$ cat config.mk
export PLATFORM = sky130hd
export DESIGN_NAME = wiper_command_decoder
export DESIGN_NICKNAME = d
export VERILOG_FILES = /design/src/wiper_pkg.sv /design/src/wiper_command_decoder.sv
export SDC_FILE = /design/constraint.sdc
export NUM_CORES = 1
export LEC_CHECK = 0
export ABC_AREA = 0
export ABC_CLOCK_PERIOD_IN_PS = 3200
export BUFFER_PORTS_ARGS = -buffer_cell sky130_fd_sc_hd__clkbuf_2
export CORE_MARGIN = 2
export CORE_UTILIZATION = 35
export CTS_CLUSTER_SIZE = 28
export DETAILED_ROUTE_END_ITERATION = 12
export SYNTH_ARGS = -nofsm -noshare
export SYNTH_HDL_FRONTEND = slang
export SYNTH_SLANG_ARGS = --single-unit
$ cat constraint.sdc
create_clock -name clk_i -period 3.2 [get_ports clk_i]
set_input_delay 0.16 -clock clk_i [delete_from_list [all_inputs] [get_ports clk_i]]
set_output_delay 0.16 -clock clk_i [all_outputs]
set_load 0.005 [all_outputs]
$ cat src/wiper_pkg.sv
package wiper_pkg;

	// ----------------------------------------------------------------
	// bus address
	// ----------------------------------------------------------------
	localparam logic [3:0] ADDR_FIXED_HI = 4'h5;
	localparam logic [1:0] ADDR_FACTORY_DEF = 2'h0;

	// ----------------------------------------------------------------
	// command codes
	// ----------------------------------------------------------------
	localparam logic [7:0] CMD_VOLATILE_WIPER_WRITE    = 8'h11;
	localparam logic [7:0] CMD_PERSISTENT_STORE_WRITE  = 8'h21;
	localparam logic [7:0] CMD_RESTORE_FROM_PERSISTENT = 8'h61;
	localparam logic [7:0] CMD_SAVE_TO_PERSISTENT      = 8'h51;

	// ----------------------------------------------------------------
	// values and timing
	// ----------------------------------------------------------------
	localparam logic [7:0] MIDSCALE       = 8'h80;
	localparam logic [3:0] BIT_LAST       = 4'h7;
	localparam logic [3:0] BIT_ACK        = 4'h8;
	localparam int         CLK_HZ         = 20_000_000;
	localparam int         INIT_TIME_NS   = 10_000;
	localparam int         INIT_CYCLES    = (INIT_TIME_NS * (CLK_HZ / 1_000_000)) / 1000;
	localparam int         INIT_W         = 9;
	localparam logic [INIT_W-1:0] INIT_LAST = INIT_W'(INIT_CYCLES - 1);

	// ----------------------------------------------------------------
	// frame phase and pin bundle
	// ----------------------------------------------------------------
	typedef enum logic [2:0] {
		PH_IDLE = 3'b000,
		PH_ADDR = 3'b001,
		PH_CMD  = 3'b011,
		PH_DATA = 3'b010,
		PH_SKIP = 3'b110
	} phase_e;

	typedef struct packed {
		logic scl;
		logic sda;
	} bus_pins_s;

endpackage

$ cat src/wiper_command_decoder.sv
// Behaviour
// - the first byte after the address is the command, all later bytes are data.
// - the first data byte goes to the register the command selects.
// - volatile write stores the data in the wiper register, which drives the wiper.
// - persistent write stores the data only in the persistent register.
// - restore copies the persistent value into the wiper register.
// - save copies the wiper register into the persistent register.
// - command codes are 11h, 21h, 61h, 51h, sent MSB first; data is ignored for copies.
// - the persistent register is 8 bits and starts at midscale.
// - after reset the persistent value is loaded into the wiper within 10 us.
// - once the power-up load is done, the block idles in standby whenever no frame is in progress.
// - only address 0101, two factory bits, and the select pin is answered.
// - an address with the eighth bit high is a no-operation.
// - each byte of a matching write frame is acknowledged by holding SDA low over the ninth clock.
`timescale 1ns/1ps
module wiper_command_decoder
	import wiper_pkg::*;
#(
	parameter logic [1:0] FACTORY_BITS = ADDR_FACTORY_DEF
) (
	// clock and reset
	input  wire logic       clk_i,
	input  wire logic       rst_i,
	// two-wire bus pins
	input  wire logic       scl_i,
	input  wire logic       sda_i,
	output logic            sda_o,
	output logic            sda_oe_o,
	// strap
	input  wire logic       address_select_pin_i,
	// wiper and status
	output logic [7:0]      wiper_o,
	output logic [7:0]      persistent_o,
	output logic            init_done_o,
	output logic            standby_o
);

	// ----------------------------------------------------------------
	// pin synchronisers
	// ----------------------------------------------------------------
	// the strap is synchronised too, since a board may move it live; the
	// two stages cost a few clocks of latency, small against a bus bit
	localparam int PIN_COUNT = 3;
	localparam int PIN_SCL   = 0;
	localparam int PIN_SDA   = 1;
	localparam int PIN_SEL   = 2;

	logic [PIN_COUNT-1:0] pin_raw;
	logic [PIN_COUNT-1:0] pin_meta_r;
	logic [PIN_COUNT-1:0] pin_sync_r;
	bus_pins_s            pins_r;
	bus_pins_s            pins_d_r;
	logic                 sel_sync;

	assign pin_raw = {address_select_pin_i, sda_i, scl_i};

	always_ff @(posedge clk_i) begin
		pin_meta_r <= pin_raw;
		pin_sync_r <= pin_meta_r;
	end

	assign pins_r   = '{scl: pin_sync_r[PIN_SCL], sda: pin_sync_r[PIN_SDA]};
	assign sel_sync = pin_sync_r[PIN_SEL];

	// a third stage on the bus pins only, for edge and start/stop detection
	always_ff @(posedge clk_i) begin
		pins_d_r <= pins_r;
	end

	// ----------------------------------------------------------------
	// bus events
	// ----------------------------------------------------------------
	wire scl_rise  = pins_r.scl & ~pins_d_r.scl;
	wire scl_fall  = ~pins_r.scl & pins_d_r.scl;
	wire start_det = pins_r.scl & pins_d_r.scl & pins_d_r.sda & ~pins_r.sda;
	wire stop_det  = pins_r.scl & pins_d_r.scl & ~pins_d_r.sda & pins_r.sda;

	// ----------------------------------------------------------------
	// byte shifter
	// ----------------------------------------------------------------
	logic [3:0] bit_r;
	logic [3:0] bit_nxt;
	logic [7:0] shift_r;
	logic [7:0] shift_nxt;
	logic       ack_r;
	logic       ack_nxt;

	// the ninth pulse is the acknowledge slot; nothing is shifted there
	wire       shift_take = scl_rise & ~ack_r;
	wire       ack_enter  = scl_fall & (bit_r == BIT_ACK) & ~ack_r;
	wire       ack_leave  = scl_fall & ack_r;
	wire       byte_done  = shift_take & (bit_r == BIT_LAST);
	wire [7:0] shift_in   = {shift_r[6:0], pins_r.sda};
	wire [6:0] my_addr    = {ADDR_FIXED_HI, FACTORY_BITS, sel_sync};
	wire       addr_match = (shift_in[7:1] == my_addr);
	wire       write_bit  = ~shift_in[0];

	assign shift_nxt = shift_take ? shift_in : shift_r;
	assign bit_nxt   = (start_det | ack_leave) ? 4'h0
	                 : (shift_take ? bit_r + 4'h1 : bit_r);
	assign ack_nxt   = ~(start_det | ack_leave) & (ack_enter | ack_r);

	always_ff @(posedge clk_i) begin
		if (rst_i) begin
			bit_r <= 4'h0;
		end else begin
			bit_r <= bit_nxt;
		end
	end

	always_ff @(posedge clk_i) begin
		if (rst_i) begin
			shift_r <= 8'h00;
		end else begin
			shift_r <= shift_nxt;
		end
	end

	always_ff @(posedge clk_i) begin
		if (rst_i) begin
			ack_r <= 1'b0;
		end else begin
			ack_r <= ack_nxt;
		end
	end

	// ----------------------------------------------------------------
	// frame phase
	// ----------------------------------------------------------------
	phase_e phase_r;
	phase_e phase_nxt;

	// a start anywhere restarts the frame, so a repeated start is honoured
	always_comb begin
		phase_nxt = phase_r;
		if (start_det) begin
			phase_nxt = PH_ADDR;
		end else if (stop_det) begin
			phase_nxt = PH_IDLE;
		end else if (byte_done) begin
			unique case (phase_r)
				PH_ADDR: phase_nxt = (addr_match & write_bit) ? PH_CMD : PH_SKIP;
				PH_CMD:  phase_nxt = PH_DATA;
				PH_DATA: phase_nxt = PH_DATA;
				PH_SKIP: phase_nxt = PH_SKIP;
				PH_IDLE: phase_nxt = PH_IDLE;
				default: phase_nxt = PH_IDLE;
			endcase
		end
	end

	always_ff @(posedge clk_i) begin
		if (rst_i) begin
			phase_r <= PH_IDLE;
		end else begin
			phase_r <= phase_nxt;
		end
	end

	// ----------------------------------------------------------------
	// command decode
	// ----------------------------------------------------------------
	logic [7:0] cmd_r;
	logic [7:0] cmd_nxt;
	logic       data_seen_r;
	logic       data_seen_nxt;

	wire is_vol   = (cmd_r == CMD_VOLATILE_WIPER_WRITE);
	wire is_pers  = (cmd_r == CMD_PERSISTENT_STORE_WRITE);
	wire is_rest  = (cmd_r == CMD_RESTORE_FROM_PERSISTENT);
	wire is_save  = (cmd_r == CMD_SAVE_TO_PERSISTENT);
	// only the first data byte acts; later ones are acked and dropped
	wire data_now = byte_done & (phase_r == PH_DATA) & ~data_seen_r;
	wire cmd_now  = byte_done & (phase_r == PH_CMD);

	assign cmd_nxt       = cmd_now ? shift_in : cmd_r;
	assign data_seen_nxt = ~start_det & (data_now | data_seen_r);

	always_ff @(posedge clk_i) begin
		if (rst_i) begin
			cmd_r <= 8'h00;
		end else begin
			cmd_r <= cmd_nxt;
		end
	end

	always_ff @(posedge clk_i) begin
		if (rst_i) begin
			data_seen_r <= 1'b0;
		end else begin
			data_seen_r <= data_seen_nxt;
		end
	end

	// ----------------------------------------------------------------
	// acknowledge drive
	// ----------------------------------------------------------------
	// pull low from the fall after bit 8 until the fall that ends the
	// ninth clock, so SDA is steady over its high; the phase has moved on
	// by then, so a matching write address is acked as well as the bytes
	// after it, and a skipped frame is never acked
	logic sda_oe_nxt;

	wire ack_want = (phase_r == PH_CMD) | (phase_r == PH_DATA);

	assign sda_oe_nxt = (start_det | stop_det) ? 1'b0
	                  : ack_enter ? ack_want
	                  : (ack_leave ? 1'b0 : sda_oe_o);

	always_ff @(posedge clk_i) begin
		if (rst_i) begin
			sda_oe_o <= 1'b0;
			sda_o    <= 1'b0;
		end else begin
			sda_oe_o <= sda_oe_nxt;
			sda_o    <= 1'b0;
		end
	end

	// ----------------------------------------------------------------
	// power-up load
	// ----------------------------------------------------------------
	// reset stands in for power-up; the wiper follows the persistent
	// value for the whole load time, and frames arriving meanwhile are
	// acked but not applied
	logic [INIT_W-1:0] init_cnt_r;
	logic [INIT_W-1:0] init_cnt_nxt;
	logic              init_done_r;
	logic              init_done_nxt;

	wire init_end = ~init_done_r & (init_cnt_r == INIT_LAST);

	assign init_cnt_nxt  = init_done_r ? init_cnt_r : init_cnt_r + INIT_W'(1);
	assign init_done_nxt = init_done_r | init_end;

	always_ff @(posedge clk_i) begin
		if (rst_i) begin
			init_cnt_r <= '0;
		end else begin
			init_cnt_r <= init_cnt_nxt;
		end
	end

	always_ff @(posedge clk_i) begin
		if (rst_i) begin
			init_done_r <= 1'b0;
			init_done_o <= 1'b0;
		end else begin
			init_done_r <= init_done_nxt;
			init_done_o <= init_done_nxt;
		end
	end

	// ----------------------------------------------------------------
	// wiper and persistent registers
	// ----------------------------------------------------------------
	// the persistent store is a plain register here, so it comes back at
	// the factory value on every reset
	logic [7:0] wiper_nxt;
	logic [7:0] persistent_nxt;

	wire apply   = init_done_r & data_now;
	wire do_vol  = apply & is_vol;
	wire do_pers = apply & is_pers;
	wire do_rest = apply & is_rest;
	wire do_save = apply & is_save;

	assign wiper_nxt = ~init_done_r ? persistent_o
	                 : do_vol ? shift_in
	                 : do_rest ? persistent_o
	                 : wiper_o;
	assign persistent_nxt = do_pers ? shift_in
	                      : do_save ? wiper_o
	                      : persistent_o;

	always_ff @(posedge clk_i) begin
		if (rst_i) begin
			wiper_o <= 8'h00;
		end else begin
			wiper_o <= wiper_nxt;
		end
	end

	always_ff @(posedge clk_i) begin
		if (rst_i) begin
			persistent_o <= MIDSCALE;
		end else begin
			persistent_o <= persistent_nxt;
		end
	end

	// ----------------------------------------------------------------
	// standby
	// ----------------------------------------------------------------
	// a status flag only: no clock is gated here, so the power saving is
	// left to whatever sits around this block
	logic standby_nxt;

	assign standby_nxt = (phase_nxt == PH_IDLE) & init_done_r;

	always_ff @(posedge clk_i) begin
		if (rst_i) begin
			standby_o <= 1'b0;
		end else begin
			standby_o <= standby_nxt;
		end
	end

endmodule

==> metrics.cfg, run 1 <==
[outcome]
status=complete, no violations

[clocking]
path_clk_slew_ns=0.07
clock_latency_ns=0.34
cts_buffers=9
cts.repair.resized=0
cts_tree=done
clock_path_buffers=2
h-tree-depth=3
clock-sinks=60
root_buffer=clkbuf_8

[cells_and_area]
layout_commonest_cell=dfxtp_1
stdcell_count=425
n_fill_cell=771
drive_gt1_frac=0.173
area_growth_pct=14.1
multi_input_area_mm2=0.00143
final_cell_mix=dfxtp_1, nand2_1, nor2_1, clkbuf_2, a211oi_1
final_cell_area_mm2=0.00315
register_area_mm2=0.00120
num-nets-final=326
diodes=0

[sta]
timing.final.hold_violations=0
post-route-period-util=0.661
tns_ns=0
rsz0062_at_grt=no
worst_pin_slew_ns=0.594
setup_viol=0
drv_slew=0
relSlewSlack=0.602
worst_slack_ns=1.08
period_minus_slack_ns=2.12
fmax_mhz=473
worst_clock_skew_ns=0.00773

[place]
gp_congestion=0.812
placed_area_mm2=0.00292
place_ws_ns=1.10
place_inst=406
port_buffers=23
dp_hpwl_um=4310

[die]
pin_count=25
rows=32
die_h_um=92.8
start_util=0.359
die-area_mm2=0.00861
die_x_um=92.8
core_area_mm2=0.00769

[routing]
first_iter_violations=159
routed_wl_um=6500
wire_per_inst_um=15.3
dr.pass1.iters=4
antenna_left=0
vias=2309
drc=0
detail_route.vias_per_cell=5.43

[synthesis]
synth_top_area_frac=0.435
postSynthCellCount=301
syn_avg_cell_area_um2=9.17
ys_ff_latch=60
ys_warn_count=0
synth_area_leaders=dfxtp_1, nand2_1, a211oi_1
synth_edf_count=0
synth_area_leader_cell=dfxtp_1
synth_cell_types=58
syn_nets=309
seq_area_frac_synth=0.435
synth_ff_type=dfxtp_1
syn-cell-area_mm2=0.00276
ys_async_sr_fraction=0

[setup_path]
start_kind=flop
cp-end-kind=flop
arrival_ns=2.35
worstPathMaxFanout=23
path_class=flop to flop
cp.required_ns=3.43

[global_route]
use_met2=0.228
grt_pass1_wl_um=10200
grt_start_max_net_pins=38
use_met3=0.0513
grt_overflow_total=0
antenna_found_initial=0
grt_pass1_vias=2025
gr-usage-met1=0.202
grt_busiest_layer=met2
grt_usage=0.154

[flow_run]
maxCapViolations=0

[pwr]
power.total_mw=1.51
leakagePower_nw=1.21
vdd_drop_max_uv=261
power_density_mw_per_mm2=481

[worst_hold_path]
hold_class=primary input to flop

## per-layer routing
metal  routed length (um)  share of wire
met5                    0              0
met4                  142          0.022
met3                  349          0.054
met2                 2930           0.45
met1                 3080           0.47
## state kept, by name (all words and copies together) (netlist names), 2 cells and up
signal and flops:
pin_meta_r 3, phase_r 3, bit_r 4, shift_r 7, pins_d_r 2, wiper_o 8, init_cnt_r 9, persistent_o 8
cmd_r 8, pin_sync_r 3
## metrics by stage
step | utilization | hold WS [ns]
4_1_cts | 0.410 | 0.201
5_1_grt | 0.410 | 0.207
3_3_place_gp | 0.379 | 0.265
6_report | 0.410 | 0.212
3_5_place_dp | 0.379 | 0.265
2_1_floorplan | - | 0.188
## critical path: stages (launching register included)
cell	delay, ns
dfxtp_1	0.48
nor3b_4	0.23
buf_4	0.22
nand3_2	0.38
a211o_1	0.39
a221o_1	0.30
## kinds of logic (layout without fill, tap and decap cells)
logic type	Yosys count	in the layout	synth area share
other	1	1	0.00136
adders and majority gates	3	3	0.0136
muxes	10	10	0.0363
buffers and inverters	29	51	0.0480
AOI/OAI and AO/OA	72	72	0.196
and+or+nand+nor	115	115	0.235
xor gates and xnor gates	11	11	0.0349
DFF	60	60	0.435
## report_power, final
group | total [mW] | leakage [nW] | switching (mW) | internal (mW)
logic | 0.0486 | 0.616 | 0.0290 | 0.0196
registers | 0.773 | 0.488 | 0.0143 | 0.759
clock network | 0.691 | 0.102 | 0.292 | 0.399
total | 1.51 | 1.21 | 0.335 | 1.18
## final timing paths
path,cells past startpoint,from,end,slack (ns)
worst max-delay path,5,pin_sync_r[0],persistent_o[7],1.08
worst min-delay path,3,rst_i,data_seen_r,0.21
worst max register to register,5,pin_sync_r[0],persistent_o[7],1.08
worst min register to register,0,pin_meta_r[1],pin_sync_r[1],0.33
## cell usage after synthesis, types with 3 or more instances
master / count
a211oi_1: 14
a21oi_1: 13
a311oi_1: 8
and3b_1: 4
buf_2: 7
clkbuf_1: 12
dfxtp_1: 60
ha_1: 3
inv_1: 6
mux2i_1: 10
nand2_1: 31
nand3_1: 13
nand3b_1: 3
nand4_1: 10
nor2_1: 23
nor2b_1: 5
nor3_1: 3
o21ai_0: 9
o221a_1: 3
o221a_2: 3
o31a_1: 7
xnor2_1: 4
xor2_1: 7
## layout make-up
| type | instances | area share |
|---|---|---|
| well taps | 102 | 0.0405 |
| clock buffers | 12 | 0.0493 |
| multi-input cells | 212 | 0.453 |
| flip-flops and latches | 60 | 0.382 |
| clock inverters | 4 | 0.0151 |
| inverters | 6 | 0.00715 |
| repair buffers | 29 | 0.0533 |
## repair_timing
item                                   in CTS  in global routing
setup buffers                               0                  0
endpoints found under the hold margin       3                  0
hold buffers                                3                  0
No activity file was read; power rests on OpenSTA's default activity.
==> run 2, diff against run 1 <==
- ABC_AREA: 0 -> 1
- ABC_CLOCK_PERIOD_IN_PS: 3200 -> 1840
- clock period: 3.2 -> 1.84 ns (I/O delays scaled with it)
==> metrics.cfg, run 2 <==
[worst_hold_path]
min_to=init_done_r  ; was data_seen_r
hold_class=primary input to flop  ; unchanged
hp-start=rst_i  ; unchanged
worstHoldPathCells=2  ; was 3

[pwr]
vdd_drop_max_uv=408  ; was 261 uV
power_density_mw_per_mm2=795  ; was 481 mW/mm^2
p_int_mw=1.92  ; was 1.18 mW
power_frac_clock=0.417  ; was 0.457
power_switching_mw=0.581  ; was 0.335 mW
leakagePower_nw=1.30  ; was 1.21 nW
sw_frac_of_total=0.232  ; was 0.221
p_seq_frac=0.541  ; was 0.511
p_comb_frac=0.043  ; was 0.032

[sta]
worst_clock_skew_ns=0.00785  ; was 0.00773 ns
tns_ns=0  ; unchanged
fmax_mhz=599  ; was 473 MHz
post-route-period-util=0.907  ; was 0.661
hold_slack_ns=0.199  ; was 0.212 ns
setup_viol=0  ; unchanged
period_minus_slack_ns=1.67  ; was 2.12 ns
drv_slew=0  ; unchanged
rsz0062_at_grt=no  ; unchanged
worst_slack_ns=0.171  ; was 1.08 ns
timing.final.hold_violations=0  ; unchanged

[synthesis]
yosys-top-cells-count=nand2_1, dfxtp_1, inv_1  ; was dfxtp_1, nand2_1, nor2_1
synth_edf_count=0  ; unchanged
syn-cell-area_mm2=0.00265  ; was 0.00276 mm^2
ys_async_sr_fraction=0  ; unchanged
synth_area_leaders=dfxtp_1, nand2_1, a21oi_1  ; was dfxtp_1, nand2_1, a211oi_1
yosysMostFrequentCell=nand2_1  ; was dfxtp_1
ys_ff_latch=60  ; unchanged
ys_warn_count=0  ; unchanged
synth_ff_type=dfxtp_1  ; unchanged
seq_area_frac_synth=0.453  ; was 0.435
synth_top_area_frac=0.453  ; was 0.435
postSynthCellCount=363  ; was 301
syn_nets=371  ; was 309
synth_cell_types=31  ; was 58
syn_avg_cell_area_um2=7.31  ; was 9.17 um^2
synth_area_leader_cell=dfxtp_1  ; unchanged

[setup_path]
reg2reg_depth=8  ; was 5
worst_r2r_endpoint=persistent_o[2]  ; was persistent_o[7]
worstPathMaxFanout=8  ; was 23
path_class=flop to flop  ; unchanged
arrival_ns=1.89  ; was 2.35 ns
r2r_slack_ns=0.17  ; was 1.08 ns
worstReg2RegStart=bit_r[1]  ; was pin_sync_r[0]
start_kind=flop  ; unchanged
cp-end-kind=flop  ; unchanged
cp.required_ns=2.06  ; was 3.43 ns

[cells_and_area]
stdcell_count=504  ; was 425
largest_register_ffs=9  ; unchanged
register_area_mm2=0.00120  ; unchanged
drive_gt1_frac=0.151  ; was 0.173
diodes=0  ; unchanged
multi_input_area_mm2=0.00124  ; was 0.00143 mm^2
n_fill_cell=779  ; was 771
final_cell_mix=nand2_1, dfxtp_1, inv_1, nor2_1, a21oi_1  ; was dfxtp_1, nand2_1, nor2_1, clkbuf_2, a211oi_1
regMostFlops=init_cnt_r  ; unchanged
num-nets-final=409  ; was 326
layout_commonest_cell=nand2_1  ; was dfxtp_1
utilization=0.431  ; was 0.410
area_growth_pct=18.6  ; was 14.1%

[global_route]
grt_start_max_net_pins=23  ; was 38
antenna_found_initial=0  ; unchanged
grt_overflow_total=0  ; unchanged
grt_pass1_vias=2095  ; was 2,025
grt_usage=0.150  ; was 0.154
grt_pass1_wl_um=9910  ; was 10,200 um

[die]
die_h_um=91.1  ; was 92.8 um
start_util=0.364  ; was 0.359
pin_count=25  ; unchanged
core_area_mm2=0.00729  ; was 0.00769 mm^2
die_x_um=91.1  ; was 92.8 um
die-area_mm2=0.00829  ; was 0.00861 mm^2
rows=31  ; was 32

[clocking]
clock_latency_ns=0.34  ; about the same
cts_tree=done  ; unchanged
clock_path_buffers=2  ; unchanged
h-tree-depth=3  ; unchanged
clock-sinks=60  ; unchanged
root_buffer=clkbuf_8  ; unchanged
cts_buffers=9  ; unchanged
path_clk_slew_ns=0.07  ; about the same

[routing]
wl_met1_um=2890  ; was 3080 um
antenna_left=0  ; unchanged
drc=0  ; unchanged
route.met2.wl_um=2560  ; was 2930 um
vias=2302  ; was 2,309
dr.pass1.iters=4  ; unchanged
detail_route.vias_per_cell=4.57  ; was 5.43
met3_length_um=239  ; was 349 um
wire_per_inst_um=11.4  ; was 15.3 um
first_iter_violations=135  ; was 159
routed_wl_um=5770  ; was 6500 um
highest_layer=met4  ; unchanged

[place]
place_inst=481  ; was 406
place_ws_ns=0.0810  ; was 1.10 ns
port_buffers=23  ; unchanged
gp_congestion=0.828  ; was 0.812
dp_hpwl_um=3990  ; was 4310 um

[flow_run]
maxCapViolations=0  ; unchanged

[outcome]
status=complete, no violations  ; unchanged

[run 2: changes by cell type after synthesis, sizes merged, moves of 14 or more]
cell / previous run / this run
nand2: 31 / 75
o21bai: 0 / 14
nor2: 23 / 45
o21ai: 9 / 29
inv: 6 / 44
a21oi: 13 / 35
a211oi: 14 / 0
[run 2: cell type report]
type	instances	share of cell area
clock buffer	13	0.0505
clock inverter	2	0.00318
inverter	46	0.0549
multi-input combinational	247	0.394
sequential	60	0.382
tap	99	0.0394
timing repair buffer	37	0.0764
[run 2: power by group through the flow]
stage | combinational [mW] | sequential (mW) | clock, mW
floorplan | 0.0747 | 1.37 | 0
global placement | 0.102 | 1.38 | 0
detailed placement | 0.102 | 1.38 | 0
CTS | 0.108 | 1.35 | 1.08
global route | 0.124 | 1.35 | 1.13
finish | 0.107 | 1.35 | 1.04
[run 2: worst max-delay path: stages (launching register included)]
cell and delay (ns):
dfxtp_1 0.37, ha_1 0.20, nand3_2 0.13, nor2_8 0.15, nand3_4 0.13, nor2_2 0.31
nand2_1 0.10, nand3_1 0.10, a21oi_1 0.06
[run 2: per-stage QoR]
stage	power, mW	area [um^2]
2_1_floorplan	1.45	2650
3_3_place_gp	1.48	2900
3_5_place_dp	1.48	2900
4_1_cts	2.54	3100
5_1_grt	2.61	3150
6_report	2.50	3150
[run 2: what timing repair did]
item                       in CTS  in global routing
hold endpoints to repair        3                  0
hold buffers                    3                  0
resized for setup               0                  2
setup buffers                   0                  4
setup endpoints to repair       0                 15
[run 2: kinds of logic after synthesis]
group                    synth area share
flip-flops                          0.453
XOR/XNOR                          0.00991
adder cells (fa/ha/maj)            0.0142
other                             0.00141
AND/OR/NAND/NOR                     0.267
AO/OA/AOI/OAI                       0.167
buffers and inverters              0.0868
[run 2: worst max-delay path by stage]
stage          cells past startpoint     start  slack [ns]               to
2_1_floorplan                     11  bit_r[1]        0.29       wiper_o[6]
3_3_place_gp                      10  bit_r[1]        0.14       wiper_o[4]
3_5_place_dp                      10  bit_r[1]        0.08       wiper_o[4]
4_1_cts                           10  bit_r[1]        0.08       wiper_o[4]
5_1_grt                            9  bit_r[1]        0.02  persistent_o[1]
6_report                           8  bit_r[1]        0.17  persistent_o[2]
[run 2: per-layer routing]
| metal | global-route usage | vias up |
|---|---|---|
| met3 | 0.0606 | 12 |
| met1 | 0.196 | 1004 |
| met2 | 0.226 | 42 |
| li1 | - | 1244 |
| met5 | 0 | - |
| met4 | 0.0455 | 0 |
